===== config.mk =====
export PLATFORM = sky130hd
export DESIGN_NAME = tsd_decimator
export DESIGN_NICKNAME = d
export VERILOG_FILES = /design/src/tsd_pkg.sv /design/src/tsd_s1_if.sv /design/src/tsd_decimator.sv /design/src/tsd_sinc5.sv
export VERILOG_INCLUDE_DIRS = /design/src
export SDC_FILE = /design/constraint.sdc
export NUM_CORES = 2
export LEC_CHECK = 0
export ABC_AREA = 1
export CAP_MARGIN = 20
export CORE_AREA = 8 8 260 324
export CTS_CLUSTER_SIZE = 28
export DETAILED_ROUTE_END_ITERATION = 10
export DIE_AREA = 0 0 268 332
export DONT_BUFFER_PORTS = 1
export PLACE_DENSITY = 0.84
export SYNTH_ARGS = -nofsm -noshare
export SYNTH_HDL_FRONTEND = slang
export SYNTH_SLANG_ARGS = --single-unit

===== constraint.sdc =====
create_clock -name core_clk -period 10.6 [get_ports core_clk]
set_input_delay 2.12 -clock core_clk [delete_from_list [all_inputs] [get_ports core_clk]]
set_output_delay 2.12 -clock core_clk [all_outputs]
set_load 0.01 [all_outputs]

===== src/tsd_defs.svh =====
// Purpose: Constants for the two-stage sinc decimator.
// Assumes: Core clock stands in for the converter clock.
// Notes:   Definitions only.
`ifndef TSD_DEFS_SVH
`define TSD_DEFS_SVH
`define TSD_MOD_DIV      10'd8
`define TSD_S1_RATIO     10'd64
`define TSD_TICK_LAST    (`TSD_MOD_DIV - 10'd1)
`define TSD_S1_PERIOD    (`TSD_MOD_DIV * `TSD_S1_RATIO)
`define TSD_S1_LAST      (`TSD_MOD_DIV * `TSD_S1_RATIO - 10'd1)
`define TSD_RATE_1       11'd1
`define TSD_RATE_4       11'd4
`define TSD_RATE_12      11'd12
`define TSD_RATE_36      11'd36
`define TSD_RATE_240     11'd240
`define TSD_RATE_288     11'd288
`define TSD_RATE_864     11'd864
`define TSD_RATE_1440    11'd1440
`define TSD_SEL_1        3'h7
`define TSD_SEL_4        3'h6
`define TSD_SEL_12       3'h5
`define TSD_SEL_36       3'h4
`define TSD_SEL_240      3'h3
`define TSD_SEL_288      3'h2
`define TSD_SEL_864      3'h1
`define TSD_SEL_1440     3'h0
`endif


===== src/tsd_pkg.sv =====
// Purpose: Types for the two-stage sinc decimator.
// Assumes: Nothing beyond the defines header.
// Notes:   Result widths are fixed by the filter growth.
package tsd_pkg;
    typedef logic [2:0]  tsd_rate_t;
    typedef logic [30:0] tsd_s1_t;
    typedef logic [63:0] tsd_out_t;
endpackage


===== src/tsd_s1_if.sv =====
// Purpose: Carries first-stage results to the second stage.
// Assumes: One clock domain.
// Notes:   Valid is a one-cycle strobe.
`timescale 1ns/1ps
interface tsd_s1_if;
    import tsd_pkg::*;
    logic    valid;
    tsd_s1_t data;
    modport src (output valid, output data);
    modport dst (input valid, input data);
endinterface


===== src/tsd_decimator.sv =====
// Purpose: Two-stage decimating low-pass filter for a one-bit stream.
// Assumes: Modulator bit is synchronous and sampled every eighth clock.
// Notes:   Second_order_select sums two adjacent boxcars, one flat window of 2R words; output is raw, not normalised.
`timescale 1ns/1ps
`include "tsd_defs.svh"
module tsd_decimator
(
    // Clock and reset
    input  wire logic             core_clk,
    input  wire logic             nrst,
    // Settings
    input  wire tsd_pkg::tsd_rate_t rateSelect,
    input  wire logic             secondOrderSelect,
    // Modulator stream
    input  wire logic             modBit,
    // Result
    output logic                  resultValid,
    output tsd_pkg::tsd_out_t     resultData,
    output logic                  resultSettled
);
    import tsd_pkg::*;
    tsd_s1_if   s1 ();
    tsd_rate_t  rate_q;
    logic       order_q;
    logic       change;
    logic [10:0] ratio;
    logic [10:0] cnt_q;
    tsd_out_t    acc1_q;
    tsd_out_t    sum2;
    logic [20:0] period;
    logic [20:0] gapCnt_q;
    logic        armed_q;
    tsd_out_t    box1_q;
    tsd_out_t    sum1;
    logic [1:0]  settle_q;
    logic        valid_q;
    tsd_out_t    data_q;
    logic        settled_q;
    logic        lastIn;

    // A settings change restarts both stages so no stale average leaks out.
    assign change = (rateSelect != rate_q) || (secondOrderSelect != order_q);
    always_ff @(posedge core_clk or negedge nrst)
    begin
        if (!nrst)
        begin
            rate_q  <= `TSD_SEL_1440;
            order_q <= 1'b0;
        end
        else
        begin
            rate_q  <= rateSelect;
            order_q <= secondOrderSelect;
        end
    end

    tsd_sinc5 u_sinc5
    (
        .core_clk (core_clk),
        .nrst     (nrst),
        .modBit   (modBit),
        .clear    (change),
        .res      (s1)
    );

    // Ratio lookup from the rate field.
    always_comb
    begin
        unique case (rate_q)
            `TSD_SEL_1:    ratio = `TSD_RATE_1;
            `TSD_SEL_4:    ratio = `TSD_RATE_4;
            `TSD_SEL_12:   ratio = `TSD_RATE_12;
            `TSD_SEL_36:   ratio = `TSD_RATE_36;
            `TSD_SEL_240:  ratio = `TSD_RATE_240;
            `TSD_SEL_288:  ratio = `TSD_RATE_288;
            `TSD_SEL_864:  ratio = `TSD_RATE_864;
            `TSD_SEL_1440: ratio = `TSD_RATE_1440;
        endcase
    end

    assign lastIn = s1.valid && (cnt_q == ratio - 11'd1);
    assign sum1   = acc1_q + {{33{s1.data[30]}}, s1.data};

    // Input counter; the same count closes both orders, so rates match.
    always_ff @(posedge core_clk or negedge nrst)
    begin
        if (!nrst)
            cnt_q <= 11'h000;
        else if (change)
            cnt_q <= 11'h000;
        else if (lastIn)
            cnt_q <= 11'h000;
        else if (s1.valid)
            cnt_q <= cnt_q + 11'h001;
    end

    // First boxcar accumulates every first-stage word over R inputs.
    always_ff @(posedge core_clk or negedge nrst)
    begin
        if (!nrst)
        begin
            acc1_q <= '0;
            box1_q <= '0;
        end
        else if (change)
        begin
            acc1_q <= '0;
            box1_q <= '0;
        end
        else if (lastIn)
        begin
            acc1_q <= '0;
            box1_q <= sum1;
        end
        else if (s1.valid)
            acc1_q <= sum1;
    end

    // Second_order_select adds the previous boxcar, a flat window of 2R taps. Kept
    // combinational so the word lands one clock after its closing input.
    assign sum2 = order_q ? (sum1 + box1_q) : sum1;

    // Settling counter: one word for sinc1, two for second_order_select after restart.
    always_ff @(posedge core_clk or negedge nrst)
    begin
        if (!nrst)
            settle_q <= 2'h0;
        else if (change)
            settle_q <= 2'h0;
        else if (lastIn && settle_q != 2'h2)
            settle_q <= settle_q + 2'h1;
    end

    // Output registers; the strobe is a single clock wide.
    always_ff @(posedge core_clk or negedge nrst)
    begin
        if (!nrst)
        begin
            valid_q   <= 1'b0;
            data_q    <= '0;
            settled_q <= 1'b0;
        end
        else
        begin
            valid_q <= lastIn && !change;
            if (lastIn && !change)
            begin
                data_q    <= sum2;
                settled_q <= order_q ? (settle_q != 2'h0) : 1'b1;
            end
            else if (change)
                settled_q <= 1'b0;
        end
    end
    assign resultValid   = valid_q;
    assign resultData    = data_q;
    assign resultSettled = settled_q;

    // Checker helper: clocks since the last word. It arms only once a word has
    // come out after a restart, so a restart never trips the spacing check.
    assign period = 21'(ratio) * 21'(`TSD_S1_PERIOD);
    always_ff @(posedge core_clk or negedge nrst)
    begin
        if (!nrst)
        begin
            gapCnt_q <= 21'h00000;
            armed_q  <= 1'b0;
        end
        else if (change)
        begin
            gapCnt_q <= 21'h00000;
            armed_q  <= 1'b0;
        end
        else if (resultValid)
        begin
            gapCnt_q <= 21'h00001;
            armed_q  <= 1'b1;
        end
        else if (armed_q)
            gapCnt_q <= gapCnt_q + 21'h00001;
    end
endmodule


===== src/tsd_sinc5.sv =====
// Purpose: Fixed fifth-order sinc decimator, ratio 64.
// Assumes: A modulator sample is offered once every eight clocks.
// Notes:   Cascaded integrators and combs wrap modulo 2^31 on purpose.
`timescale 1ns/1ps
`include "tsd_defs.svh"
module tsd_sinc5
(
    // Clock and reset
    input  wire logic   core_clk,
    input  wire logic   nrst,
    // Modulator side
    input  wire logic   modBit,
    input  wire logic   clear,
    // Result side
    tsd_s1_if.src       res
);
    import tsd_pkg::*;
    tsd_s1_t  integ_q [5];
    tsd_s1_t  combZ_q [5];
    tsd_s1_t  combIn  [6];
    logic [9:0] phase_q;
    logic       tick;
    logic       valid_q;
    tsd_s1_t    data_q;

    // Phase counter marks modulator ticks (clk/8) and decimation (clk/512).
    always_ff @(posedge core_clk or negedge nrst)
    begin
        if (!nrst)
            phase_q <= 10'h000;
        else if (clear)
            phase_q <= 10'h000;
        else if (phase_q == `TSD_S1_LAST)
            phase_q <= 10'h000;
        else
            phase_q <= phase_q + 10'h001;
    end
    assign tick = ((phase_q & `TSD_TICK_LAST) == `TSD_TICK_LAST);

    // Integrators run at the modulator rate; bit maps to +1 or -1.
    genvar i;
    generate
        for (i = 0; i < 5; i++)
        begin : g_int
            // Stage zero takes the bit; the split keeps stage zero from naming a
            // neighbour below the array.
            if (i == 0)
            begin : g_first
                always_ff @(posedge core_clk or negedge nrst)
                begin
                    if (!nrst)
                        integ_q[i] <= '0;
                    else if (clear)
                        integ_q[i] <= '0;
                    else if (tick)
                        integ_q[i] <= integ_q[i] + (modBit ? 31'h00000001
                                                           : 31'h7FFFFFFF);
                end
            end
            else
            begin : g_next
                always_ff @(posedge core_clk or negedge nrst)
                begin
                    if (!nrst)
                        integ_q[i] <= '0;
                    else if (clear)
                        integ_q[i] <= '0;
                    else if (tick)
                        integ_q[i] <= integ_q[i] + integ_q[i-1];
                end
            end
            assign combIn[i+1] = combIn[i] - combZ_q[i];
            always_ff @(posedge core_clk or negedge nrst)
            begin
                if (!nrst)
                    combZ_q[i] <= '0;
                else if (clear)
                    combZ_q[i] <= '0;
                else if (phase_q == `TSD_S1_LAST)
                    combZ_q[i] <= combIn[i];
            end
        end
    endgenerate
    assign combIn[0] = integ_q[4];

    // Comb chain runs once per 64 modulator samples.
    always_ff @(posedge core_clk or negedge nrst)
    begin
        if (!nrst)
        begin
            valid_q <= 1'b0;
            data_q  <= '0;
        end
        else
        begin
            valid_q <= !clear && (phase_q == `TSD_S1_LAST);
            if (!clear && phase_q == `TSD_S1_LAST)
                data_q <= combIn[5];
        end
    end
    assign res.valid = valid_q;
    assign res.data  = data_q;
endmodule

==> flow_metrics.env <==
export IMPL_fin_crit_ns=8.56
export IMPL_path_delay_family="compound AO/OA/AOI/OAI gates"
export IMPL_worstPathMaxFanout=5
export IMPL_htree_levels=2
export IMPL_setup_violations=0
export IMPL_antenna_left=0
export IMPL_met1_usage_pct=34.3
export IMPL_drt_wl_total_mm=127
export IMPL_yosysSeqAreaShare_pct=31.6
export IMPL_power_density_mw_per_mm2=94.7
export IMPL_reg2reg_to="u_sinc5.res.data[30]$_DFFE_PN0P_"
export IMPL_synth_edf_count=0
export IMPL_worst_path_stages=46
export IMPL_drc=0
export IMPL_post_route_period_util_pct=80.8
export IMPL_fp_dieW_um=268
export IMPL_antenna_found_initial=2
export IMPL_grt_max_degree=564
export IMPL_insertion_delay_ns=0.66
export IMPL_pwr_share_seq_pct=47.8
export IMPL_initial_core_util_pct=56.2
export IMPL_synth_top_area_share_pct=31.6
export IMPL_tightest_slew_ns=1.80
export IMPL_p_sw_share_pct=23.2
export IMPL_finalPower_mw=4.52
export IMPL_cts_sinks=563
export IMPL_cts_buffer_depth=3
export IMPL_required_ns=11.13
export IMPL_nets=6633
export IMPL_ys_types=61
export IMPL_synthMostInstantiatedCell="nand2_1"
export IMPL_route_vias_total=42300
export IMPL_fmax_mhz=117
export IMPL_hold_violations=0
export IMPL_cp_start_kind="flop"
export IMPL_io_pins=73
export IMPL_avgSynthCellArea_um2=7.17
export IMPL_layout_drive_gt1_share_pct=2.79
export IMPL_status="complete, but fails checks"
export IMPL_yosys_area_top_type="dfrtp_1"
export IMPL_multi_input_area_mm2=0.0270
export IMPL_cts_setup_buffers=0
export IMPL_worst_setup_path_end_kind="flop"
export IMPL_grt_pass1_vias=41800
export IMPL_grt_pass1_wl_mm=208
export IMPL_rows=116
export IMPL_finalSetupTns_ns=0
export IMPL_crit_buf_inv=6
export IMPL_synth_ff_type="dfrtp_1"
export IMPL_slowest_delay_ns=0.41
export IMPL_worstPathArrival_ns=9.09
export IMPL_placed_cells=7178
export IMPL_die_area_mm2=0.0890
export IMPL_power_leakage_nw=25.0
export IMPL_dp_hpwl_mm=95.6
export IMPL_synth_commonest_cells="nand2_1 (1503), inv_1 (783), a21oi_1 (572), dfrtp_1 (563), o21ai_0 (509)"
export IMPL_clock_root_buffer="clkbuf_16"
export IMPL_use_met3_pct=3.28
export IMPL_p_sw_mw=1.05
export IMPL_seq_area_mm2=0.0141
export IMPL_max_vdd_ir_drop_uv=122
export IMPL_drt_iter0_drc=2948
export IMPL_syn_area_mm2=0.0446
export IMPL_cts_tree="done"
export IMPL_fillers=7301
export IMPL_slew_viol_final=188
export IMPL_clkPwrFrac_pct=49.5
export IMPL_failed_checks="slew limit"
export IMPL_numCtsBuffers=60
export IMPL_p_comb_share_pct=2.7
export IMPL_hp_start="u_sinc5.phase_q[0]$_DFF_PN0_"
export IMPL_use_met2_pct=49.2
export IMPL_synth_nets=6675
export IMPL_reg2reg_slack_ns=2.04
export IMPL_async_reset_ff_share_pct=100
export IMPL_clkTransAtPathRegs_ns=0.06
export IMPL_hold_path_class="flop to flop"
export IMPL_gp_congestion=1.03
export IMPL_grt_setup_unrepaired="false"
export IMPL_worstHoldPathCells=1
export IMPL_ys_seq_elements=563
export IMPL_area_delta_synth_final_pct=6.84
export IMPL_io_buffers=0
export IMPL_wl_per_cell_um=17.4
export IMPL_setup_slack_ns=2.04
export IMPL_drv_cap=0
export IMPL_crit_type="flop to flop"
export IMPL_viasPerCell=5.80
export IMPL_finClkSkew_ns=0.0248
export IMPL_reg2reg_depth=46
export IMPL_n_antenna_cell=0
export IMPL_cpMostUsedCell="nand2_1"
export IMPL_regToRegStartpoint="u_sinc5.combIn[155]$_DFFE_PN0P_"
export IMPL_min_to="u_sinc5.phase_q[0]$_DFF_PN0_"
export IMPL_synthTopCellsByArea="dfrtp_1 (32%), nand2_1 (13%), ha_1 (12%), inv_1 (6.6%), a21oi_1 (6.4%)"
export IMPL_grt_overflow_total=0
export IMPL_instances_no_fill=7291
export IMPL_dpl_worst_slack_ns=2.20
export IMPL_cpMaxStageDelayCell="fa_1"
export IMPL_hold_buffers=0
export IMPL_grt_usage_pct=28.0
export IMPL_grt_busiest_layer="met2"
export IMPL_yosysWarnings=0
export IMPL_firstDrtPassIters=8
export IMPL_syn_inst=6222
export IMPL_p_int_mw=3.47
export IMPL_cts_resized=0
export IMPL_die_h_um=332
export IMPL_coreArea_mm2=0.0794
export IMPL_relSlewSlack_pct=-20.3
power by group through the flow:
stage	clock network, mW	logic (mW)	registers (mW)
floorplan	0	0.0915	2.20
global placement	0	0.115	2.20
detailed placement	0	0.117	2.20
CTS	2.27	0.118	2.16
global route	2.35	0.134	2.16
finish	2.24	0.122	2.16
through the flow:
stage          util (%)  cell area [um2]  hold slack, ns
2_1_floorplan         -            44600           0.433
3_3_place_gp       57.4            45600           0.455
3_5_place_dp       57.4            45600           0.463
4_1_cts            60.0            47600           0.472
5_1_grt            60.1            47700           0.493
6_report           60.1            47700           0.474
cell families after synthesis:
logic type                 synth area share (%)
AOI/OAI and AO/OA                          20.9
xor gates and xnor gates                   5.24
adders and majority gates                  12.7
buffers and inverters                      7.92
DFF                                        31.6
and+or+nand+nor                            21.7
worst reg2reg max path, delay by kind of cell, from the launching register on:
family	cells	cell delay [ns]
XOR/XNOR	5	1.02
buffers and inverters	6	0.47
flip-flops	1	0.38
adder cells (fa/ha/maj)	6	1.91
AND/OR/NAND/NOR	17	1.94
AO/OA/AOI/OAI	12	2.74
worst max path at each step:
stage                                               start                                to  slack (ns)
final                     u_sinc5.combIn[155]$_DFFE_PN0P_  u_sinc5.res.data[30]$_DFFE_PN0P_        2.04
after global routing      u_sinc5.combIn[155]$_DFFE_PN0P_  u_sinc5.res.data[30]$_DFFE_PN0P_        1.11
after CTS                 u_sinc5.combIn[155]$_DFFE_PN0P_  u_sinc5.res.data[30]$_DFFE_PN0P_        2.12
after detailed placement  u_sinc5.combIn[155]$_DFFE_PN0P_  u_sinc5.res.data[30]$_DFFE_PN0P_        2.20
after global placement    u_sinc5.combIn[155]$_DFFE_PN0P_  u_sinc5.res.data[30]$_DFFE_PN0P_        2.31
after floorplan           u_sinc5.combIn[155]$_DFFE_PN0P_  u_sinc5.res.data[30]$_DFFE_PN0P_        3.24
flip-flops by register name (all words and copies together), names as in the netlist, 10 cells and up:
| signal | count |
|---|---|
| u_sinc5.combZ_q | 155 |
| u_sinc5.integ_q | 124 |
| acc1_q | 64 |
| box1_q | 64 |
| resultData | 64 |
| u_sinc5.combIn | 31 |
| u_sinc5.res.data | 31 |
| cnt_q | 11 |
| u_sinc5.phase_q | 10 |
layout by cell type (no fill, tap or decap), types with 9 or more instances in the layout:
cell type   count
xor2_1        182
fa_1           12
o211ai_1       23
clkbuf_16      61
a22o_1         48
o21a_1         36
clkinvlp_4      9
nor2_1        487
a21boi_0       28
a21oi_1       572
o21bai_1       23
clkbuf_1       12
nor4_1         22
or2_2          16
nand3_1       228
nor3_1         58
buf_4          20
o31ai_1        32
o221ai_1       14
o21ai_1        95
inv_1         780
a21o_1         44
a31oi_1        96
o22ai_1        66
nand2_1      1501
a221oi_1       18
nand4_1        34
xnor2_1        83
ha_1          434
and2_1         10
dfrtp_1       562
o21ai_0       509
routing by layer:
layer  part of all wire, %  vias up  routed length [um]
li1                      -    20800                   -
met1                    41    19800               52700
met2                    49     1265               61800
met3                   5.3      356                6710
met4                   4.7        2                5930
met5                 0.014        -                  18
final cells by class:
type / instances / share of cell area, %
Clock buffer: 80 / 3.50
Inverter: 789 / 6.22
Timing Repair Buffer: 22 / 0.415
Multi-Input combinational cell: 4744 / 56.7
Tap cell: 1062 / 2.79
Clock inverter: 31 / 0.811
Sequential cell: 563 / 29.6
Power figures use the tool's default switching activity.
